--- config.mk ---
export PLATFORM = sky130hd
export DESIGN_NAME = pesb_top
export DESIGN_NICKNAME = d
export VERILOG_FILES = /design/src/rtl/pesb_event_decode.sv /design/src/rtl/pesb_top.sv
export SDC_FILE = /design/constraint.sdc
export NUM_CORES = 1
export LEC_CHECK = 0
export BUFFER_PORTS_ARGS = -buffer_cell sky130_fd_sc_hd__buf_2
export CAP_MARGIN = 20
export CORE_ASPECT_RATIO = 2
export CORE_MARGIN = 2
export CORE_UTILIZATION = 28
export CTS_CLUSTER_SIZE = 25
export DETAILED_ROUTE_END_ITERATION = 10
export PLACE_DENSITY = 0.48
export REMOVE_ABC_BUFFERS = 1
export SLEW_MARGIN = 20
export SYNTH_ARGS = -nofsm -noshare
export SYNTH_HDL_FRONTEND = slang
export SYNTH_SLANG_ARGS = --single-unit
--- constraint.sdc ---
create_clock -name I_CLK -period 5.14 [get_ports I_CLK]
set_input_delay 0 -clock I_CLK [delete_from_list [all_inputs] [get_ports I_CLK]]
set_output_delay 0 -clock I_CLK [all_outputs]
set_load 0.01 [all_outputs]
--- src/rtl/pesb_event_decode.sv ---
// Shared constants and the per-cycle event decoder for the branch/stall counter.
// Assumes all event strobes come from core logic on the same clock.
package pesb_pkg;
	localparam logic [7:0] EV_BRANCH_EXEC  = 8'h88;
	localparam logic [7:0] EV_BRANCH_MISP  = 8'h89;
	localparam logic [7:0] EV_FE_UNDELIV   = 8'h9c;
	localparam logic [7:0] EV_PORT_DISP    = 8'ha1;
	localparam logic [7:0] EV_RES_STALL    = 8'ha2;
	localparam logic [7:0] EV_PEND_LOAD    = 8'ha3;
	localparam logic [7:0] UM_ALL          = 8'hff;
	localparam logic [7:0] UM_FE_CORE      = 8'h01;
	localparam logic [7:0] UM_STALL_ANY    = 8'h01;
	localparam logic [7:0] UM_STALL_SCHED  = 8'h04;
	localparam logic [7:0] UM_STALL_SB     = 8'h08;
	localparam logic [7:0] UM_STALL_ROB    = 8'h10;
	localparam logic [7:0] UM_PEND_L2      = 8'h01;
	localparam logic [7:0] UM_PORT0        = 8'h01;
	localparam logic [7:0] UM_PORT1        = 8'h02;
	localparam logic [7:0] UM_PORT2        = 8'h0c;
	localparam logic [7:0] UM_PORT3        = 8'h30;
	localparam logic [7:0] UM_PORT4        = 8'h40;
	localparam logic [7:0] UM_PORT5        = 8'h80;
	localparam int         UM_NOT_TAKEN    = 6;
	localparam int         UM_TAKEN        = 7;
	localparam int         BR_TYPES        = 6;
	localparam int         BR_COND         = 0;
	localparam int         PORTS           = 6;
	localparam int         INC_W           = 3;
	// Register map (byte addresses)
	localparam logic [7:0] ADDR_SELECT     = 8'h00;
	localparam logic [7:0] ADDR_COUNT      = 8'h04;
	localparam logic [7:0] ADDR_STATUS     = 8'h08;
	// Select register fields
	localparam int         SEL_CODE_LSB    = 0;
	localparam int         SEL_UMASK_LSB   = 8;
	localparam int         SEL_EDGE        = 18;
	localparam int         SEL_ALL_THREADS = 21;
	localparam int         SEL_ENABLE      = 22;
	localparam int         SEL_CMASK_LSB   = 24;
	localparam logic [31:0] SEL_RESET      = 32'h0000_0000;
	localparam logic [31:0] SEL_WMASK      = 32'hff64_ffff;
	localparam int         ST_OVERFLOW     = 0;
	localparam int         ST_ACTIVE       = 1;
	localparam logic [1:0] RESP_OKAY       = 2'b00;
	localparam logic [1:0] RESP_SLVERR     = 2'b10;
endpackage

`timescale 1ns/1ns
module pesb_event_decode (
	// Selection
	input  wire logic [7:0]                  i_code,
	input  wire logic [7:0]                  i_umask,
	input  wire logic                        i_all_threads,
	// Branch execution strobe
	input  wire logic                        i_br_valid,
	input  wire logic [pesb_pkg::BR_TYPES-1:0] i_br_type,
	input  wire logic                        i_br_taken,
	input  wire logic                        i_br_misp,
	// Front end, dispatch, stalls, loads
	input  wire logic [pesb_pkg::INC_W-1:0]  i_fe_empty_slots,
	input  wire logic                        i_be_stall,
	input  wire logic [pesb_pkg::PORTS-1:0]  i_port_disp,
	input  wire logic                        i_stall_any,
	input  wire logic                        i_stall_sched,
	input  wire logic                        i_stall_store_buf,
	input  wire logic                        i_stall_store_drain,
	input  wire logic                        i_stall_rob,
	input  wire logic                        i_l2_pend_thread,
	input  wire logic                        i_l2_pend_other,
	// Occurrences this cycle
	output logic      [pesb_pkg::INC_W-1:0]  o_raw
);
	function automatic logic branch_hit(input logic [7:0] um, input logic [pesb_pkg::BR_TYPES-1:0] ty,
		input logic tk);
		logic type_sel;
		logic dir_sel;
		type_sel = |(ty & um[pesb_pkg::BR_TYPES-1:0]);
		// Not-taken only qualifies conditional branches
		dir_sel  = (um[pesb_pkg::UM_TAKEN] & tk) |
			(um[pesb_pkg::UM_NOT_TAKEN] & ~tk & ty[pesb_pkg::BR_COND]);
		if (um == pesb_pkg::UM_ALL)
			return 1'b1;
		return type_sel & dir_sel;
	endfunction

	logic hit;
	logic [pesb_pkg::INC_W-1:0] one;
	assign one = {{(pesb_pkg::INC_W-1){1'b0}}, 1'b1};

	always_comb begin
		hit   = 1'b0;
		o_raw = '0;
		unique case (i_code)
			pesb_pkg::EV_BRANCH_EXEC:
				hit = i_br_valid & branch_hit(i_umask, i_br_type, i_br_taken);
			pesb_pkg::EV_BRANCH_MISP:
				hit = i_br_valid & i_br_misp & branch_hit(i_umask, i_br_type, i_br_taken);
			pesb_pkg::EV_FE_UNDELIV:
				if (i_umask == pesb_pkg::UM_FE_CORE && !i_be_stall)
					o_raw = i_fe_empty_slots;
			pesb_pkg::EV_PORT_DISP: begin
				hit = (|(i_umask & pesb_pkg::UM_PORT0) & i_port_disp[0])
					| (|(i_umask & pesb_pkg::UM_PORT1) & i_port_disp[1])
					| (|(i_umask & pesb_pkg::UM_PORT2) & i_port_disp[2])
					| (|(i_umask & pesb_pkg::UM_PORT3) & i_port_disp[3])
					| (|(i_umask & pesb_pkg::UM_PORT4) & i_port_disp[4])
					| (|(i_umask & pesb_pkg::UM_PORT5) & i_port_disp[5]);
			end
			pesb_pkg::EV_RES_STALL: begin
				hit = (|(i_umask & pesb_pkg::UM_STALL_ANY) & i_stall_any)
					| (|(i_umask & pesb_pkg::UM_STALL_SCHED) & i_stall_sched)
					| (|(i_umask & pesb_pkg::UM_STALL_SB) & i_stall_store_buf & ~i_stall_store_drain)
					| (|(i_umask & pesb_pkg::UM_STALL_ROB) & i_stall_rob);
			end
			pesb_pkg::EV_PEND_LOAD:
				hit = (i_umask == pesb_pkg::UM_PEND_L2) &
					(i_l2_pend_thread | (i_all_threads & i_l2_pend_other));
			default: hit = 1'b0;
		endcase
		if (hit)
			o_raw = one;
	end
endmodule

--- src/rtl/pesb_top.sv ---
// Event-select, qualification and counter for branch and stall events, with an AXI4-Lite register port.
// Assumes pipeline strobes are synchronous to I_CLK and valid for one cycle each.
`timescale 1ns/1ns
// Summary of operation
// Executed-branch not-taken bit counts only conditional branches that were not taken.
// Software pairs the taken bit with at least one branch-type bit.
// Unit-mask all-ones counts every executed near branch, retired or not.
// Software pairs mispredicted conditional type with a taken or not-taken bit.
// Software pairs mispredicted non-conditional types with the taken bit.
// Mispredicted not-taken bit applies only to conditional branches.
// Mispredicted taken bit qualifies taken branches of the selected types.
// Front-end event counts empty issue slots while back end is not stalled.
// Port dispatch event counts cycles with a micro-op on a selected port.
// Resource-stall any counts every allocation stall cycle.
// Scheduler-entry stall counts cycles with no eligible scheduler entry.
// Store-buffer stall counts cycles without free store buffer, excluding sync drain.
// Reorder-buffer stall counts cycles with the reorder buffer full.
// Pending-load event counts L2-miss cycles; all-threads makes it per core.
// A nonzero threshold counts once per cycle meeting it, not by occurrences.
// Edge detect counts only transitions into the event condition.
// Counter advances only on code match with a true unit-mask condition.
// Combined branch masks need both type and direction bits selected.
module pesb_top #(
	parameter int CNT_W = 32
) (
	// Clock and reset
	input  wire logic                          I_CLK,
	input  wire logic                          I_RST_B,
	// AXI4-Lite write address and data
	input  wire logic                          I_AWVALID,
	output logic                               O_AWREADY,
	input  wire logic [7:0]                    I_AWADDR,
	input  wire logic                          I_WVALID,
	output logic                               O_WREADY,
	input  wire logic [31:0]                   I_WDATA,
	input  wire logic [3:0]                    I_WSTRB,
	// AXI4-Lite write response
	output logic                               O_BVALID,
	input  wire logic                          I_BREADY,
	output logic      [1:0]                    O_BRESP,
	// AXI4-Lite read
	input  wire logic                          I_ARVALID,
	output logic                               O_ARREADY,
	input  wire logic [7:0]                    I_ARADDR,
	output logic                               O_RVALID,
	input  wire logic                          I_RREADY,
	output logic      [31:0]                   O_RDATA,
	output logic      [1:0]                    O_RRESP,
	// Branch execution strobes
	input  wire logic                          I_BR_VALID,
	input  wire logic [pesb_pkg::BR_TYPES-1:0] I_BR_TYPE,
	input  wire logic                          I_BR_TAKEN,
	input  wire logic                          I_BR_MISP,
	// Front end and dispatch
	input  wire logic [pesb_pkg::INC_W-1:0]    I_FE_EMPTY_SLOTS,
	input  wire logic                          I_BE_STALL,
	input  wire logic [pesb_pkg::PORTS-1:0]    I_PORT_DISP,
	// Allocation stalls
	input  wire logic                          I_STALL_ANY,
	input  wire logic                          I_STALL_SCHED,
	input  wire logic                          I_STALL_STORE_BUF,
	input  wire logic                          I_STALL_STORE_DRAIN,
	input  wire logic                          I_STALL_ROB,
	// Pending L2-miss loads
	input  wire logic                          I_L2_PEND_THREAD,
	input  wire logic                          I_L2_PEND_OTHER,
	// Counter status
	output logic      [CNT_W-1:0]              O_COUNT,
	output logic                               O_OVERFLOW
);
	function automatic logic [31:0] merge_strb(input logic [31:0] old, input logic [31:0] nw,
		input logic [3:0] strb);
		logic [31:0] res;
		res = old;
		for (int b = 0; b < 4; b++) begin
			if (strb[b])
				res[b*8 +: 8] = nw[b*8 +: 8];
		end
		return res;
	endfunction

	// Word offsets only; any other address answers with an error
	function automatic logic addr_mapped(input logic [7:0] a);
		return a == pesb_pkg::ADDR_SELECT || a == pesb_pkg::ADDR_COUNT || a == pesb_pkg::ADDR_STATUS;
	endfunction

	// Select register and counter state
	logic [31:0]                  sel;
	logic [31:0]                  next_sel;
	logic [CNT_W-1:0]             next_count;
	logic                         next_overflow;
	logic                         prev_cond;
	logic                         next_prev_cond;

	// Write channel state
	logic                         aw_held;
	logic                         next_aw_held;
	logic                         w_held;
	logic                         next_w_held;
	logic [7:0]                   waddr;
	logic [7:0]                   next_waddr;
	logic [31:0]                  wdata;
	logic [31:0]                  next_wdata;
	logic [3:0]                   wstrb;
	logic [3:0]                   next_wstrb;
	logic                         next_awready;
	logic                         next_wready;
	logic                         next_bvalid;
	logic [1:0]                   next_bresp;
	// Read channel state
	logic                         next_arready;
	logic                         next_rvalid;
	logic [31:0]                  next_rdata;
	logic [1:0]                   next_rresp;

	// Event path
	logic [pesb_pkg::INC_W-1:0]   raw;
	logic [7:0]                   cmask;
	logic                         cond;
	logic [pesb_pkg::INC_W-1:0]   inc;
	logic [CNT_W:0]               sum;
	logic                         commit;

	pesb_event_decode u_decode (
		.i_code              (sel[pesb_pkg::SEL_CODE_LSB +: 8]),
		.i_umask             (sel[pesb_pkg::SEL_UMASK_LSB +: 8]),
		.i_all_threads       (sel[pesb_pkg::SEL_ALL_THREADS]),
		.i_br_valid          (I_BR_VALID),
		.i_br_type           (I_BR_TYPE),
		.i_br_taken          (I_BR_TAKEN),
		.i_br_misp           (I_BR_MISP),
		.i_fe_empty_slots    (I_FE_EMPTY_SLOTS),
		.i_be_stall          (I_BE_STALL),
		.i_port_disp         (I_PORT_DISP),
		.i_stall_any         (I_STALL_ANY),
		.i_stall_sched       (I_STALL_SCHED),
		.i_stall_store_buf   (I_STALL_STORE_BUF),
		.i_stall_store_drain (I_STALL_STORE_DRAIN),
		.i_stall_rob         (I_STALL_ROB),
		.i_l2_pend_thread    (I_L2_PEND_THREAD),
		.i_l2_pend_other     (I_L2_PEND_OTHER),
		.o_raw               (raw)
	);

	// Qualification: threshold then edge
	always_comb begin
		cmask = sel[pesb_pkg::SEL_CMASK_LSB +: 8];
		if (cmask == 8'h00) begin
			cond = (raw != '0);
			inc  = raw;
		end else begin
			// Compared against this cycle's occurrences, not the running total
			cond = ({5'h00, raw} >= cmask);
			inc  = {{(pesb_pkg::INC_W-1){1'b0}}, cond};
		end
		if (sel[pesb_pkg::SEL_EDGE])
			inc = {{(pesb_pkg::INC_W-1){1'b0}}, cond & ~prev_cond};
		if (!sel[pesb_pkg::SEL_ENABLE])
			inc = '0;
		next_prev_cond = cond;
	end

	// Bus channel bookkeeping
	always_comb begin
		next_aw_held = aw_held;
		next_w_held  = w_held;
		next_waddr   = waddr;
		next_wdata   = wdata;
		next_wstrb   = wstrb;
		next_bvalid  = O_BVALID;
		next_bresp   = O_BRESP;
		commit       = 1'b0;
		// Address and data may land in either order
		if (I_AWVALID && O_AWREADY) begin
			next_aw_held = 1'b1;
			next_waddr   = I_AWADDR;
		end
		if (I_WVALID && O_WREADY) begin
			next_w_held = 1'b1;
			next_wdata  = I_WDATA;
			next_wstrb  = I_WSTRB;
		end
		if (O_BVALID && I_BREADY)
			next_bvalid = 1'b0;
		// Write commits in the cycle both halves are held, once no response is pending
		if (aw_held && w_held && !O_BVALID) begin
			commit       = 1'b1;
			next_aw_held = 1'b0;
			next_w_held  = 1'b0;
			next_bvalid  = 1'b1;
			if (addr_mapped(waddr))
				next_bresp = pesb_pkg::RESP_OKAY;
			else
				next_bresp = pesb_pkg::RESP_SLVERR;
		end
		// Ready only while nothing of that kind is held or answering
		next_awready = ~next_aw_held & ~next_bvalid;
		next_wready  = ~next_w_held & ~next_bvalid;
	end

	// Read channel; the count is captured when the address is taken
	always_comb begin
		next_rvalid  = O_RVALID;
		next_rdata   = O_RDATA;
		next_rresp   = O_RRESP;
		if (O_RVALID && I_RREADY)
			next_rvalid = 1'b0;
		if (I_ARVALID && O_ARREADY) begin
			next_rvalid = 1'b1;
			next_rresp  = pesb_pkg::RESP_OKAY;
			unique case (I_ARADDR)
				pesb_pkg::ADDR_SELECT: next_rdata = sel;
				pesb_pkg::ADDR_COUNT:  next_rdata = 32'(O_COUNT);
				pesb_pkg::ADDR_STATUS: next_rdata = {30'h0, prev_cond, O_OVERFLOW};
				default: begin
					next_rdata = 32'h0000_0000;
					next_rresp = pesb_pkg::RESP_SLVERR;
				end
			endcase
		end
		next_arready = ~next_rvalid;
	end

	// Select register, counter and overflow flag
	always_comb begin
		next_sel      = sel;
		sum           = {1'b0, O_COUNT} + {{(CNT_W+1-pesb_pkg::INC_W){1'b0}}, inc};
		next_count    = sum[CNT_W-1:0];
		next_overflow = O_OVERFLOW;
		// Unused select bits are dropped so they read back as zero
		if (commit && waddr == pesb_pkg::ADDR_SELECT)
			next_sel = merge_strb(sel, wdata, wstrb) & pesb_pkg::SEL_WMASK;
		// Software preset takes priority over a counted event
		if (commit && waddr == pesb_pkg::ADDR_COUNT)
			next_count = CNT_W'(merge_strb(32'(O_COUNT), wdata, wstrb));
		// Write-one clear; a same-cycle wrap keeps the flag set
		if (commit && waddr == pesb_pkg::ADDR_STATUS && wstrb[0] && wdata[pesb_pkg::ST_OVERFLOW])
			next_overflow = 1'b0;
		// Carry out of the counter sets the sticky flag
		if (sum[CNT_W] && !(commit && waddr == pesb_pkg::ADDR_COUNT))
			next_overflow = 1'b1;
	end

	// Edge history runs while disabled, so enabling mid-event counts no edge
	always_ff @(posedge I_CLK) begin
		if (!I_RST_B)
			prev_cond <= 1'b0;
		else
			prev_cond <= next_prev_cond;
	end

	// Ready is low in reset, so nothing is taken before the first edge after release
	always_ff @(posedge I_CLK) begin
		if (!I_RST_B) begin
			aw_held    <= 1'b0;
			w_held     <= 1'b0;
			waddr      <= 8'h00;
			wdata      <= 32'h0000_0000;
			wstrb      <= 4'h0;
			O_AWREADY  <= 1'b0;
			O_WREADY   <= 1'b0;
			O_BVALID   <= 1'b0;
			O_BRESP    <= pesb_pkg::RESP_OKAY;
		end else begin
			aw_held    <= next_aw_held;
			w_held     <= next_w_held;
			waddr      <= next_waddr;
			wdata      <= next_wdata;
			wstrb      <= next_wstrb;
			O_AWREADY  <= next_awready;
			O_WREADY   <= next_wready;
			O_BVALID   <= next_bvalid;
			O_BRESP    <= next_bresp;
		end
	end

	always_ff @(posedge I_CLK) begin
		if (!I_RST_B) begin
			O_ARREADY  <= 1'b0;
			O_RVALID   <= 1'b0;
			O_RDATA    <= 32'h0000_0000;
			O_RRESP    <= pesb_pkg::RESP_OKAY;
		end else begin
			O_ARREADY  <= next_arready;
			O_RVALID   <= next_rvalid;
			O_RDATA    <= next_rdata;
			O_RRESP    <= next_rresp;
		end
	end

	always_ff @(posedge I_CLK) begin
		if (!I_RST_B) begin
			sel        <= pesb_pkg::SEL_RESET;
			O_COUNT    <= '0;
			O_OVERFLOW <= 1'b0;
		end else begin
			sel        <= next_sel;
			O_COUNT    <= next_count;
			O_OVERFLOW <= next_overflow;
		end
	end
endmodule

==> impl_metrics.json <==
{
  "clkTransAtPathRegs_ps": 60,
  "pwr-share-seq": 0.432,
  "antenna_found_initial": 1,
  "fin_setup_tns_ps": 0,
  "ant_nets": 0,
  "setup_viol": 0,
  "fmax_mhz": 212.7,
  "max_slew.worst_pin.slew_ps": 1010,
  "ys_seq_elements": 146,
  "async_reset_ff_frac": 0,
  "fin_util": 0.3749,
  "syn_area_per_cell_um2": 8.343,
  "skew_ps": 10.26,
  "start_util": 0.2845,
  "num_rows": 79,
  "gp_congestion": 0.8227,
  "ys.flop_type": "dfxtp_1",
  "multi_input_area_um2": 3435,
  "grt_pass1_wl_um": 36760,
  "grt_setup_unrepaired": "false",
  "die_h_um": 221.3,
  "grt_util_all_layers": 0.1908,
  "p_clk_frac": 0.509,
  "cts_sinks": 146,
  "die_area_um2": 24920,
  "placed_cell_area_um2": 7586,
  "ys_warn_count": 0,
  "critPathRequiredTime_ps": 5500,
  "finalInstanceArea_um2": 8708,
  "grt_max_degree": 61,
  "die_width_um": 112.6,
  "drt-initial-drc-count": 308,
  "p_comb_frac": 0.059,
  "slew_viol_final": 0,
  "via_count": 6501,
  "cts_tree": "done",
  "arrival_ps": 5060,
  "irDropWorstVdd_mv": 0.1755,
  "synth_edf_count": 0,
  "dpl.hpwl_um": 17590,
  "ctsRootBufferMaster": "clkbuf_16",
  "swShare": 0.2292,
  "slew_headroom": 0.3269,
  "p_int_mw": 2.100,
  "layout.nets": 1064,
  "clock_latency_ps": 430,
  "hp-class": "in2reg",
  "grt_pass1_vias": 6673,
  "p_leak_nw": 3.579,
  "whs_ps": 39.38,
  "p_switching_mw": 0.6246,
  "syn2layout_area_growth_pct": 31.79,
  "finalPower_mw": 2.725,
  "num-fill-cells": 2461,
  "maxCapViolCount": 0,
  "core-area_um2": 23230,
  "drive_gt1_frac": 0.2081,
  "post_cts_buffers": 0,
  "outcome": "completed",
  "p_per_area_nw_per_um2": 312.9,
  "clockBufferDepth": 2,
  "start_kind": "register",
  "cp-end-kind": "register",
  "overflow": 0,
  "crit_type": "reg2reg",
  "ys_seq_area_frac": 0.4423,
  "hold_viol_final": 0,
  "critPathMaxFanout": 6,
  "ys_types": 61,
  "netlist_area_um2": 6608,
  "drc": 0,
  "htreeDepth": 4,
  "port_buffers": 156,
  "regArea_um2": 2923,
  "syn_inst": 792,
  "via_per_inst": 5.123,
  "fin_crit_sh": 0.9149,
  "cts_made_buffers": 17,
  "first_pass_iters": 5,
  "ios": 159,
  "avgRoutedWirePerCell_um": 18.58,
  "layout_min_cycle_time_ps": 4702,
  "drt_wl_total_um": 23580
}
## cell families (layout without fill, tap and decap cells)
family	count (synthesis)	count (layout)	synth area share
AO/OA/AOI/OAI	185	185	0.1704
XOR/XNOR	2	2	0.002651
other	1	3	0.0005675
multiplexers	59	59	0.08938
buffers and inverters	61	253	0.03958
adder cells (fa/ha/maj)	7	7	0.01439
flip-flops	146	146	0.4423
AND/OR/NAND/NOR	331	331	0.2407
## final timing paths
| check | start | to | slack, ps | depth (start not counted) |
|---|---|---|---|---|
| setup / recovery | sel[6] | O_COUNT[22] | 440 | 19 |
| hold reg to reg | O_RDATA[2] | O_RDATA[2] | 450 | 2 |
| hold / removal | I_AWVALID | waddr[0] | 40 | 4 |
| setup reg to reg | sel[6] | O_COUNT[22] | 440 | 19 |
## cells in the mapped netlist (all sizes together) (4+ instances only)
master	number	area (um^2)
o21ai	41	205.2
nand4	10	77.57
nand3b	9	67.56
or4	6	48.80
inv	11	41.29
nand2b	5	31.28
a211oi	18	135.1
a31oi	7	43.79
nor2b	4	25.02
o211ai	7	52.55
and4	7	61.31
nor3	21	105.1
clkbuf	33	125.1
nor2	62	232.7
or3	10	62.56
nand3	16	85.08
ha	6	75.07
dfxtp	146	2923
nor4	9	56.30
o21a	6	45.04
mux2i	59	590.6
a21oi	70	354.1
o311ai	5	43.79
a22oi	13	97.59
and2	10	62.56
and3	4	25.02
buf	17	95.09
nand2	147	551.8
## per-layer routing
metal	track usage	up-vias	routed length [um]
li1	-	3203	-
met1	0.1895	3108	8585
met2	0.3767	162	13480
met3	0.03917	28	919
met4	0.07002	0	594
met5	0	-	0
## sequential cells by signal, summed over array words and instances (netlist names)
| signal | cells |
|---|---|
| prev_cond | 1 |
| O_RVALID | 1 |
| O_RRESP | 1 |
| O_AWREADY | 1 |
| O_BRESP | 1 |
| wstrb | 4 |
| waddr | 8 |
| aw_held | 1 |
| O_OVERFLOW | 1 |
| wdata | 32 |
| w_held | 1 |
| sel | 27 |
| O_WREADY | 1 |
| O_BVALID | 1 |
| O_RDATA | 32 |
| O_COUNT | 32 |
| O_ARREADY | 1 |
## final cells by class
class | instances | area share
clock inverters | 14 | 0.02414
inverters | 11 | 0.004741
flip-flops and latches | 146 | 0.3356
repair buffers | 210 | 0.1497
multi-input cells | 586 | 0.3944
clock buffers | 18 | 0.05043
well taps | 283 | 0.04066
diodes | 1 | 0.0002874
## through the flow
stage / setup WS [ps] / cells
after floorplan: 683.6 / 743
after global placement: 550.7 / 1189
after detailed placement: 441.3 / 1189
after CTS: 416.3 / 1268
after global routing: 162.6 / 1269
final: 437.6 / 1269
## repair_timing
| action | in CTS | in global routing |
|---|---|---|
| endpoints found under the hold margin | 49 | 0 |
| hold buffers | 47 | 0 |
| gates resized for setup | 0 | 0 |
## power by group through the flow
stage / Combinational (mW) / Clock [mW] / Sequential, mW
floorplan: 0.0600 / 0 / 1.19
global placement: 0.137 / 0 / 1.20
detailed placement: 0.138 / 0 / 1.20
CTS: 0.165 / 1.42 / 1.18
global route: 0.179 / 1.46 / 1.18
finish: 0.162 / 1.39 / 1.18
## critical path, cell delays in order (launching register included)
cell and delay, ps:
dfxtp_1 320, nand2b_1 170, or4b_2 630, nor3_1 330
a21oi_1 110, and2_1 170, ha_1 260, nand2b_1 100
a21oi_1 60, nor2b_1 100, o31ai_1 80, a211oi_1 250
ha_1 230, inv_1 60, fa_1 390, nor2b_1 160
o21ai_1 190, or2_2 370, or4_1 480, a31oi_1 160
## cell usage in the layout (no fill, tap or decap), types with 15 or more instances in the layout
cell	instances
a21oi_1	68
nor3_1	21
nand2_1	146
buf_2	156
clkbuf_16	17
mux2i_1	59
nor2_1	62
o21ai_0	40
a211oi_1	18
dlygate4sd3_1	47
nand3_1	15
dfxtp_1	146
(Power assumes the default switching activity.)
